==> src/verilog/cmpu_pkg.sv <==
// Purpose: constants, fields and types of the compare instruction unit
// Assumes: 32-bit APB register window, one aligned word per register
// Notes: opcode and extension words are loaded by software before start
//
// Function
// - address compare: register minus source, register kept
// - opmode 011 word sign-extended, 111 long
// - X untouched; N Z V C from difference
// - address compare: reg 11:9, opmode 8:6, ea 5:0
// - address compare accepts all modes, immediate 111/100
// - immediate compare: destination minus immediate, no write
// - size field 00 byte, 01 word, 10 long
// - immediate from extension words by size
// - immediate compare: data modes, no An, no immediate
// - memory pair: postincrement both pointers, memory kept
// - memory pair: dst 11:9, size 7:6, src 2:0
// - bounds pair: lower first, then upper
// - data register byte/word: low part only
// - address register byte/word: bounds sign-extended
// - equal bounds: single value in range
// - out of range sets flags, never traps
// - bounds: Z on equal, C out of range
// - extension word: class bit and register number
// - bounds pair: control addressing modes only
`default_nettype none

package cmpu_pkg;
  // register byte offsets
  localparam logic [7:0] OFS_CTRL = 8'h00;
  localparam logic [7:0] OFS_OPCODE = 8'h04;
  localparam logic [7:0] OFS_EXT = 8'h08;
  localparam logic [7:0] OFS_DST = 8'h0c;
  localparam logic [7:0] OFS_SRC = 8'h10;
  localparam logic [7:0] OFS_LOWER = 8'h14;
  localparam logic [7:0] OFS_UPPER = 8'h18;
  localparam logic [7:0] OFS_CCR = 8'h1c;
  localparam logic [7:0] OFS_STATUS = 8'h20;
  localparam logic [7:0] OFS_DECODE = 8'h24;
  localparam int CTRL_START_BIT = 0;
  // status fields
  localparam int ST_BUSY_BIT = 0;
  localparam int ST_DONE_BIT = 1;
  localparam int ST_ILL_BIT = 2;
  localparam int ST_STEP_LSB = 4;
  localparam logic [4:0] CCR_RST = 5'h00;
  // opcode fields
  localparam logic [3:0] OP_GRP_CMP = 4'hb;
  localparam logic [2:0] OPM_ADDR_W = 3'h3;
  localparam logic [2:0] OPM_ADDR_L = 3'h7;
  localparam logic [7:0] OP_IMM_HI = 8'h0c;
  localparam logic [2:0] MEMPAIR_MODE = 3'h1;
  localparam logic [4:0] OP_BND_HI = 5'h00;
  localparam logic [2:0] BND_FIX = 3'h3;
  // extension word of bounds compare (first word in ext[31:16])
  localparam int EXT_CLASS_BIT = 31;
  localparam int EXT_REG_MSB = 30;
  localparam int EXT_REG_LSB = 28;
  localparam int EXT_TRAP_BIT = 27;
  // sizes
  localparam logic [1:0] SZ_BYTE = 2'h0;
  localparam logic [1:0] SZ_WORD = 2'h1;
  localparam logic [1:0] SZ_LONG = 2'h2;
  localparam logic [1:0] SZ_BAD = 2'h3;
  // ea modes and mode-7 registers
  localparam logic [2:0] EA_DREG = 3'h0;
  localparam logic [2:0] EA_AREG = 3'h1;
  localparam logic [2:0] EA_IND = 3'h2;
  localparam logic [2:0] EA_D16 = 3'h5;
  localparam logic [2:0] EA_IDX = 3'h6;
  localparam logic [2:0] EA_EXT = 3'h7;
  localparam logic [2:0] EXT_PCIDX = 3'h3;
  localparam logic [2:0] EXT_IMM = 3'h4;
  // postincrement steps
  localparam logic [2:0] STEP_B = 3'h1;
  localparam logic [2:0] STEP_W = 3'h2;
  localparam logic [2:0] STEP_L = 3'h4;

  typedef enum logic [2:0] {
    K_NONE, K_ADDR, K_IMM, K_MEMPAIR, K_BOUNDS
  } cmpu_kind_t;

  typedef struct packed {
    logic x;
    logic n;
    logic z;
    logic v;
    logic c;
  } cmpu_ccr_t;

  typedef struct packed {
    cmpu_kind_t kind;
    logic [1:0] size;
    logic [2:0] ea_mode;
    logic [2:0] ea_reg;
    logic [2:0] dst_reg;
    logic [2:0] src_reg;
    logic reg_class;
    logic illegal;
  } cmpu_dec_t;
endpackage : cmpu_pkg

`default_nettype wire

==> src/verilog/cmpu_top.sv <==
// Purpose: decode and execute four compare operations behind APB
// Assumes: software loads opcode, extension words and fetched operands
// Notes: one-cycle execution; flags kept in the ccr register
//
// Register access over APB and the register offsets are this design's own decisions.
`default_nettype none

module cmpu_top (
  input wire logic pclk, // core clock, 100 MHz
  input wire logic presetn, // async reset, active low
  input wire logic psel, // apb select
  input wire logic penable, // apb access phase
  input wire logic pwrite, // apb direction
  input wire logic [7:0] paddr, // apb byte address
  input wire logic [31:0] pwdata, // apb write data
  output logic [31:0] prdata, // apb read data
  output logic pready, // apb ready
  output logic pslverr, // apb error on unmapped address
  output cmpu_pkg::cmpu_ccr_t ccr_out, // current condition flags
  output logic exec_done // one-cycle pulse per executed compare
);
  import cmpu_pkg::*;

  typedef enum logic {ST_IDLE, ST_EXEC} cmpu_state_t;

  cmpu_state_t state_r;
  logic [15:0] opcode_r;
  logic [31:0] ext_r;
  logic [31:0] dst_r;
  logic [31:0] src_r;
  logic [31:0] lower_r;
  logic [31:0] upper_r;
  cmpu_ccr_t ccr_r;
  cmpu_ccr_t ccr_nxt;
  logic done_r;
  logic ill_r;
  logic exec_done_r;
  logic [31:0] prdata_r;
  cmpu_dec_t dec;
  logic wr_en;
  logic rd_setup;
  logic mapped;
  logic start;
  logic [31:0] rd_mux;
  logic [2:0] step;
  logic [31:0] imm_val;
  logic [31:0] sub_a;
  logic [31:0] sub_b;
  logic [1:0] sub_size;
  cmpu_ccr_t sub_flags;
  logic [31:0] bv;
  logic [31:0] blo;
  logic [31:0] bhi;
  logic b_signed;
  logic b_out;
  logic b_eq;

  function automatic logic [31:0] sext(input logic [31:0] val,
                                       input logic [1:0] sz);
    logic [31:0] r;
    r = val;
    if (sz == SZ_BYTE) begin
      r = {{24{val[7]}}, val[7:0]};
    end else if (sz == SZ_WORD) begin
      r = {{16{val[15]}}, val[15:0]};
    end
    return r;
  endfunction

  // ---------------- apb slave ----------------
  assign pready = 1'b1; // zero wait states, read data latched in setup
  assign wr_en = psel && penable && pwrite;
  assign rd_setup = psel && !penable && !pwrite;

  always_comb begin
    mapped = 1'b1;
    rd_mux = 32'h0000_0000;
    unique case (paddr)
      OFS_CTRL: rd_mux = 32'h0000_0000;
      OFS_OPCODE: rd_mux = {16'h0000, opcode_r};
      OFS_EXT: rd_mux = ext_r;
      OFS_DST: rd_mux = dst_r;
      OFS_SRC: rd_mux = src_r;
      OFS_LOWER: rd_mux = lower_r;
      OFS_UPPER: rd_mux = upper_r;
      OFS_CCR: rd_mux = {27'h0, ccr_r};
      OFS_STATUS: begin
        rd_mux[ST_BUSY_BIT] = (state_r == ST_EXEC);
        rd_mux[ST_DONE_BIT] = done_r;
        rd_mux[ST_ILL_BIT] = ill_r;
        rd_mux[ST_STEP_LSB +: 3] = step;
      end
      OFS_DECODE: rd_mux = {13'h0, dec};
      default: mapped = 1'b0;
    endcase
  end

  assign pslverr = psel && penable && !mapped;

  always_ff @(posedge pclk or negedge presetn) begin
    if (!presetn) begin
      prdata_r <= 32'h0000_0000;
    end else if (rd_setup) begin
      prdata_r <= rd_mux;
    end
  end
  assign prdata = prdata_r;

  always_ff @(posedge pclk or negedge presetn) begin
    if (!presetn) begin
      opcode_r <= 16'h0000;
      ext_r <= 32'h0000_0000;
      dst_r <= 32'h0000_0000;
      src_r <= 32'h0000_0000;
      lower_r <= 32'h0000_0000;
      upper_r <= 32'h0000_0000;
    end else if (wr_en) begin
      unique case (paddr)
        OFS_OPCODE: opcode_r <= pwdata[15:0];
        OFS_EXT: ext_r <= pwdata;
        OFS_DST: dst_r <= pwdata;
        OFS_SRC: src_r <= pwdata;
        OFS_LOWER: lower_r <= pwdata;
        OFS_UPPER: upper_r <= pwdata;
        default: ;
      endcase
    end
  end

  // start ignored while a compare is executing
  assign start = wr_en && (paddr == OFS_CTRL) && pwdata[CTRL_START_BIT]
                 && (state_r == ST_IDLE);

  // ---------------- decode ----------------
  always_comb begin
    dec = '0;
    dec.kind = K_NONE;
    dec.illegal = 1'b1;
    dec.ea_mode = opcode_r[5:3];
    dec.ea_reg = opcode_r[2:0];
    if (opcode_r[15:12] == OP_GRP_CMP && (opcode_r[8:6] == OPM_ADDR_W
        || opcode_r[8:6] == OPM_ADDR_L)) begin
      dec.kind = K_ADDR;
      dec.size = opcode_r[8] ? SZ_LONG : SZ_WORD;
      dec.dst_reg = opcode_r[11:9];
      dec.reg_class = 1'b1;
      dec.illegal = (dec.ea_mode == EA_EXT)
                    && (dec.ea_reg > EXT_IMM);
    end else if (opcode_r[15:12] == OP_GRP_CMP && opcode_r[8]
                 && opcode_r[5:3] == MEMPAIR_MODE) begin
      dec.kind = K_MEMPAIR;
      dec.size = opcode_r[7:6];
      dec.dst_reg = opcode_r[11:9];
      dec.src_reg = opcode_r[2:0];
      dec.illegal = (opcode_r[7:6] == SZ_BAD);
    end else if (opcode_r[15:8] == OP_IMM_HI) begin
      dec.kind = K_IMM;
      dec.size = opcode_r[7:6];
      dec.illegal = (opcode_r[7:6] == SZ_BAD)
                    || (dec.ea_mode == EA_AREG)
                    || (dec.ea_mode == EA_EXT
                        && dec.ea_reg >= EXT_IMM);
    end else if (opcode_r[15:11] == OP_BND_HI
                 && opcode_r[8:6] == BND_FIX) begin
      dec.kind = K_BOUNDS;
      dec.size = opcode_r[10:9];
      dec.reg_class = ext_r[EXT_CLASS_BIT];
      dec.dst_reg = ext_r[EXT_REG_MSB:EXT_REG_LSB];
      // trap bit set means the trapping check, not handled here
      dec.illegal = (opcode_r[10:9] == SZ_BAD) || ext_r[EXT_TRAP_BIT]
                    || !(dec.ea_mode == EA_IND || dec.ea_mode == EA_D16
                         || dec.ea_mode == EA_IDX
                         || (dec.ea_mode == EA_EXT
                             && dec.ea_reg <= EXT_PCIDX));
    end
  end

  // pointer step for the memory pair; the core applies it to both
  always_comb begin
    unique case (dec.size)
      SZ_BYTE: step = STEP_B;
      SZ_WORD: step = STEP_W;
      default: step = STEP_L;
    endcase
    if (dec.kind != K_MEMPAIR) begin
      step = 3'h0;
    end
  end

  // immediate operand from extension words, first word in ext[31:16]
  always_comb begin
    unique case (dec.size)
      SZ_BYTE: imm_val = {24'h000000, ext_r[23:16]};
      SZ_WORD: imm_val = {16'h0000, ext_r[31:16]};
      default: imm_val = ext_r;
    endcase
  end

  // ---------------- arithmetic compares ----------------
  always_comb begin
    sub_a = dst_r;
    sub_b = src_r;
    sub_size = dec.size;
    unique case (dec.kind)
      K_ADDR: begin
        // word source widened, then all 32 register bits compared
        if (dec.ea_mode == EA_EXT && dec.ea_reg == EXT_IMM) begin
          sub_b = imm_val;
        end
        sub_b = sext(sub_b, dec.size);
        sub_size = SZ_LONG;
      end
      K_IMM: sub_b = imm_val;
      default: ;
    endcase
  end

  cmpu_flag_eval u_flag (
    .minuend(sub_a),
    .subtrahend(sub_b),
    .size(sub_size),
    .flags(sub_flags)
  );

  // ---------------- bounds compare ----------------
  always_comb begin
    if (dec.reg_class) begin
      bv = dst_r;
      blo = sext(lower_r, dec.size);
      bhi = sext(upper_r, dec.size);
    end else begin
      // low part moved to the top so ordering uses chosen width
      unique case (dec.size)
        SZ_BYTE: begin
          bv = {dst_r[7:0], 24'h000000};
          blo = {lower_r[7:0], 24'h000000};
          bhi = {upper_r[7:0], 24'h000000};
        end
        SZ_WORD: begin
          bv = {dst_r[15:0], 16'h0000};
          blo = {lower_r[15:0], 16'h0000};
          bhi = {upper_r[15:0], 16'h0000};
        end
        default: begin
          bv = dst_r;
          blo = lower_r;
          bhi = upper_r;
        end
      endcase
    end
    // logically larger lower bound means a signed pair
    b_signed = (blo > bhi);
    if (b_signed) begin
      b_out = ($signed(bv) < $signed(blo)) || ($signed(bv) > $signed(bhi));
    end else begin
      b_out = (bv < blo) || (bv > bhi);
    end
    b_eq = (bv == blo) || (bv == bhi);
  end

  // ---------------- execution ----------------
  always_comb begin
    ccr_nxt = ccr_r; // extend bit never written by a compare
    if (!dec.illegal) begin
      if (dec.kind == K_BOUNDS) begin
        ccr_nxt.z = b_eq;
        ccr_nxt.c = b_out;
      end else begin
        ccr_nxt.n = sub_flags.n;
        ccr_nxt.z = sub_flags.z;
        ccr_nxt.v = sub_flags.v;
        ccr_nxt.c = sub_flags.c;
      end
    end
  end

  always_ff @(posedge pclk or negedge presetn) begin
    if (!presetn) begin
      state_r <= ST_IDLE;
    end else begin
      unique case (state_r)
        ST_IDLE: if (start) state_r <= ST_EXEC;
        ST_EXEC: state_r <= ST_IDLE;
      endcase
    end
  end

  // execution wins over a software write to the flags in the same cycle
  always_ff @(posedge pclk or negedge presetn) begin
    if (!presetn) begin
      ccr_r <= CCR_RST;
    end else if (state_r == ST_EXEC) begin
      ccr_r <= ccr_nxt;
    end else if (wr_en && paddr == OFS_CCR) begin
      ccr_r <= pwdata[4:0];
    end
  end

  always_ff @(posedge pclk or negedge presetn) begin
    if (!presetn) begin
      done_r <= 1'b0;
      ill_r <= 1'b0;
      exec_done_r <= 1'b0;
    end else begin
      exec_done_r <= (state_r == ST_EXEC);
      if (state_r == ST_EXEC) begin
        done_r <= 1'b1;
        ill_r <= dec.illegal;
      end else if (start) begin
        done_r <= 1'b0;
      end
    end
  end

  assign ccr_out = ccr_r;
  assign exec_done = exec_done_r;

  logic exec_ok;
  assign exec_ok = (state_r == ST_EXEC) && !dec.illegal;
endmodule // cmpu_top

`default_nettype wire

==> src/verilog/cmpu_flag_eval.sv <==
// Purpose: subtract and flag evaluation at byte, word or long width
// Assumes: operands right-aligned in 32 bits
// Notes: combinational; x field always zero, caller keeps extend
`default_nettype none

module cmpu_flag_eval (
  input wire logic [31:0] minuend, // destination operand
  input wire logic [31:0] subtrahend, // source operand
  input wire logic [1:0] size, // operation size code
  output cmpu_pkg::cmpu_ccr_t flags // n z v c of the difference
);
  import cmpu_pkg::*;

  logic [4:0] sh;
  logic [31:0] a_al;
  logic [31:0] b_al;
  logic [32:0] diff;

  // align msb of chosen width to bit 31, so one 32-bit subtract serves all
  always_comb begin
    unique case (size)
      SZ_BYTE: sh = 5'h18;
      SZ_WORD: sh = 5'h10;
      default: sh = 5'h00;
    endcase
  end

  always_comb begin
    a_al = minuend << sh;
    b_al = subtrahend << sh;
    diff = {1'b0, a_al} - {1'b0, b_al};
    flags.x = 1'b0;
    flags.n = diff[31];
    flags.z = (diff[31:0] == 32'h0000_0000);
    flags.v = (a_al[31] != b_al[31]) && (diff[31] != a_al[31]);
    flags.c = diff[32];
  end
endmodule // cmpu_flag_eval

`default_nettype wire

==> config.mk <==
export PLATFORM = sky130hd
export DESIGN_NAME = cmpu_top
export DESIGN_NICKNAME = d
export VERILOG_FILES = /design/src/verilog/cmpu_pkg.sv /design/src/verilog/cmpu_top.sv /design/src/verilog/cmpu_flag_eval.sv
export SDC_FILE = /design/constraint.sdc
export NUM_CORES = 1
export LEC_CHECK = 0
export ABC_CLOCK_PERIOD_IN_PS = 8100
export BUFFER_PORTS_ARGS = -buffer_cell sky130_fd_sc_hd__buf_2
export CORE_MARGIN = 10
export CORE_UTILIZATION = 55
export DETAILED_ROUTE_END_ITERATION = 10
export GPL_TIMING_DRIVEN = 0
export PLACE_DENSITY = 0.85
export SETUP_SLACK_MARGIN = 0.05
export SKIP_LAST_GASP = 1
export SYNTH_ARGS = -nofsm -noshare
export SYNTH_HDL_FRONTEND = slang
export SYNTH_HIERARCHICAL = 1
export SYNTH_SLANG_ARGS = --single-unit
export TNS_END_PERCENT = 10
==> constraint.sdc <==
create_clock -name pclk -period 8.1 [get_ports pclk]
set_input_delay 0.405 -clock pclk [delete_from_list [all_inputs] [get_ports pclk]]
set_output_delay 0.405 -clock pclk [all_outputs]
set_load 0.02 [all_outputs]
# Yosys cells after proc, flatten, opt, wreduce, memory -nomap -nowiden
# Cells that the tools add are included.
[classes] add_sub_neg=1 order_cmp=8 n_eq_ne=33 n_shift=2 muxes=53 n_bitwise=1 reduce_logical=50
[ops] op="$mux W32" count=10
[ops] op="$pmux W32 S2" count=5
[ops] op="$pmux W25 S7" count=1
[ops] op="$gt A32 B32 Y1" count=3
[ops] op="$eq A32 B32 Y1" count=2
[ops] op="$lt A32 B32 Y1" count=2
[ops] op="$shl A32 B5 Y32" count=2
[ops] op="$pmux W3 S9" count=2
[ops] op="$sub A32 B32 Y33" count=1
[ops] op="$eq A8 B5 Y1 const B" count=4
[ops] op="$logic_not A32 Y1" count=1
[ops] op="$eq A8 B4 Y1 const B" count=3
[ops] op="$mux W3" count=7
[ops] op="$mux W5" count=4
[ops] op="$eq A3 B3 Y1 const B" count=6
[ops] op="$logic_and A1 B1 Y1" count=18
[ops] op="$eq A8 B6 Y1 const B" count=2
[ops] op="$reduce_and A2 Y1" count=8
[ops] op="$mux W1" count=13
[ops] op="$mux W4" count=3
[ops] op="$logic_or A1 B1 Y1" count=11
[ops] op="$pmux W5 S2" count=1
[ops] op="$reduce_or A10 Y1" count=1
[ops] op="$eq A3 B2 Y1 const B" count=3
[ops] op="22 further kinds" count=35
[totals] register_bits=217 inputBits=45 output_inout_bits=40

# Longest topological paths before layout
[depth] ltp_word=19 mapped_depth=27 depth_no_buf=24

# Modules after synthesis
# Netlist, hierarchy kept.
[modules_own_cells] mod="cmpu_top" instances=1 cells_per_inst=1372 area_per_inst_um2=13700.6 seq_area_each_um2=5430.2
[modules_own_cells] mod="cmpu_flag_eval" instances=1 cells_per_inst=400 area_per_inst_um2=2710.1 seq_area_each_um2=0.0

# Least setup slack after synthesis
# No wires, ideal clock.
[synth_path] kind="register to register" start="register opcode_r[8]" end="register ccr_r, in the netlist ccr_out[2]" setup_ns=0.065 arrival_time_ns=6.196 required_ns=8.035 setup_slack_ns=1.839 path_stages_with_launch=26 path_buffers=4 synth_period_minus_slack_ns=6.261 cell_sequence="dfrtp_1 > or4_4 > or4_4 > a21oi_2 > o21ai_2 > buf_2 > nand2_1 > clkbuf_1 > clkbuf_1 > buf_1 > nand2_1 > ha_1 > inv_1 > fa_1 > and2b_2 > o221ai_1 > or4_1 > a221oi_2 > o2111ai_1 > nor4b_2 > nand4_1 > or4_1 > a2111oi_2 > o211ai_1 > o21ai_0 > mux2_2"
[synth_rtl] element="start: declaration" line_no="cmpu_top.sv:27" source="logic [15:0] opcode_r;"
[synth_rtl] element="start signal: assignment" line_no="cmpu_top.sv:119" source="OFS_OPCODE: opcode_r <= pwdata[15:0];"
[synth_rtl] element="end signal: assignment" line_no="cmpu_top.sv:293" source="ccr_r <= ccr_nxt;"
[synth_rtl] element="end signal: assignment" line_no="cmpu_top.sv:295" source="ccr_r <= pwdata[4:0];"
[synth_rtl] element="end: declaration" line_no="cmpu_top.sv:33" source="cmpu_ccr_t ccr_r;"

==> impl_metrics.tcl <==
set metrics [dict create \
    syn_avg_cell_area_um2 9.265 \
    cts_sinks 217 \
    p_int_w 0.001865 \
    crit_required_ns 8.58 \
    wl_per_cell_um 29.53 \
    synth_cells 1770 \
    finalSetupTns_ns 0 \
    grt_pass1_wl_um 98360 \
    hp-class "in2reg" \
    grt_antenna_before_repair 1 \
    status "finished, violations left" \
    drv_cap 1 \
    final-hold-violation-count 0 \
    min_from "psel" \
    finalNetCount 2052 \
    crit_path_end_kind "flop" \
    n_fill_cell 2448 \
    worstPathBufferInverterCount 4 \
    io_pins 85 \
    cts-root-buf "clkbuf_16" \
    period_minus_slack_ns 7.819 \
    crit_fanout 10 \
    die_area_um2 37120 \
    vias_per_cell 7.157 \
    rsz0062_at_grt "false" \
    start_util_pct 55.48 \
    cp.arrival_ns 8.30 \
    drt-total-wl_um 67500 \
    finalPower_w 0.002544 \
    fin_skew_ns 0.03369 \
    min_path_cells 3 \
    core-area_um2 29560 \
    htreeDepth 1 \
    critical_path_depth 25 \
    numCtsBuffers 23 \
    clock_latency_ns 0.54 \
    reg2reg_from "opcode_r[8]$_DFFE_PN0P_" \
    p_comb_share_pct 10.0 \
    drc 0 \
    slowest_delay_ns 0.64 \
    p_per_area_nw_per_um2 140.2 \
    r2r_cells 25 \
    critPathSlowestCell "nor4_4" \
    drt_first_pass_iters 11 \
    dieHeight_um 192.7 \
    cts_tree "done" \
    syn2layout_area_growth_pct 10.70 \
    max_freq_mhz 127.9 \
    drt_iter0_markers 2490 \
    syn_nets 1944 \
    slew_violations 2 \
    gp_congestion 1.082 \
    seqPwrFrac_pct 46.0 \
    power.switching_w 0.0006794 \
    r2r_slack_ns 0.28 \
    grt_pass1_vias 15299 \
    path_class "reg2reg" \
    grt_max_degree 130 \
    crit_start "opcode_r[8]$_DFFE_PN0P_" \
    gr-total-overflow 0 \
    clockBufferDepth 3 \
    vdd_ir_drop_max_mv 0.1308 \
    num_rows 63 \
    fin_util_pct 61.42 \
    worstMarginPinSlew_ns 1.630 \
    p_leak_nw 8.569 \
    vias 16361 \
    fin_crit_sh_pct 96.52 \
    hpwl_um 52280 \
    switching_share_pct 26.70 \
    drive_gt1_share_pct 18.84 \
    crit_path_start_kind "flop" \
    violations "capacitance limit, slew limit" \
    grt.total_usage_pct 35.36 \
    die_w_um 192.7 \
    synth_area_um2 16400 \
    max_slew_margin_pct -10.04 \
    ys_warn_count 6 \
    cpLargestDelayFamily "simple AND/OR/NAND/NOR gates" \
    port_buffers 81 \
    setup_viol 0 \
    path_clk_slew_ns 0.07 \
    drtAntennaViolNets 0 \
    clkPwrFrac_pct 44.0 \
]
final timing paths:
path,end
max in group asynchronous,src_r[20]$_DFFE_PN0P_
min,state_r$_DFF_PN0_
max,ccr_out[2]$_DFFE_PN0P_
min in group asynchronous,upper_r[12]$_DFFE_PN0P_
min reg2reg,exec_done$_DFF_PN0_
max reg2reg,ccr_out[2]$_DFFE_PN0P_
worst min-delay path: stages:
cell and delay (ns):
buf_2 0.11, nand3_1 0.09, nor4_1 0.07
power groups by stage:
stage | combinational [W] | sequential, W | clock [W]
finish | 0.000254 | 0.00117 | 0.00112
global route | 0.000272 | 0.00117 | 0.00115
CTS | 0.000252 | 0.00117 | 0.00111
detailed placement | 0.000250 | 0.00119 | 0
global placement | 0.000242 | 0.00118 | 0
floorplan | 0.000104 | 0.00120 | 0
layer usage:
metal,vias to the layer above,share of wire [%],GRT usage (%)
met5,-,0,0
met4,0,8.4,21.91
met3,330,12,9.704
met2,1213,42,53.29
met1,7831,37,44.23
li1,6987,-,-
cell usage in the layout, fill, tap and decap left out, types with 27 or more instances in the layout:
cell type  instances
o22ai_1           27
a31oi_1           34
nand4_1           33
a21o_1            31
dfrtp_1          217
inv_1             39
ha_1             128
buf_2             98
a21oi_1          117
o21ai_0           51
clkbuf_1          72
a222oi_1          36
nand3_1           45
and2_1            43
mux2i_1           33
nor2_1           119
a22oi_1           45
mux2_2           175
nand2_1          183
registers in the layout, indices dropped and copies added (netlist names):
register	cells
ccr_out	5
done_r	1
dst_r	32
exec_done	1
ext_r	32
ill_r	1
lower_r	32
opcode_r	16
prdata	32
src_r	32
state_r	1
upper_r	32
final cells by class:
class	instances	area [µm²]	area share, %
flip-flops and latches	217	5430	29.91
well taps	390	488.0	2.688
plain buffers	113	491.7	2.708
inverters	39	146.4	0.8063
clock buffers	31	675.6	3.722
multi-input cells	1401	10340	56.95
clock inverters	11	127.6	0.7030
repair buffers	83	452.9	2.495
diodes	1	2.502	0.01378
metrics by stage:
| stage | cells | instance area [µm²] | setup WS [ns] | hold WS, ns |
|---|---|---|---|---|
| after floorplan | 1770 | 16400 | 1.839 | 0.1094 |
| after global placement | 2241 | 17290 | 0.1320 | 0.4213 |
| after detailed placement | 2242 | 17330 | 0.1664 | 0.4215 |
| after CTS | 2285 | 18140 | 0.1398 | 0.1766 |
| after global routing | 2285 | 18150 | 0.1002 | 0.2064 |
| final | 2286 | 18150 | 0.2815 | 0.1719 |
timing repair:
action	in CTS	in global routing
setup endpoints to repair	0	1
hold buffers	1	0
buffers inserted	0	0
resized for setup	0	1
hold endpoints to repair	88	0
(Power assumes the default switching activity.)
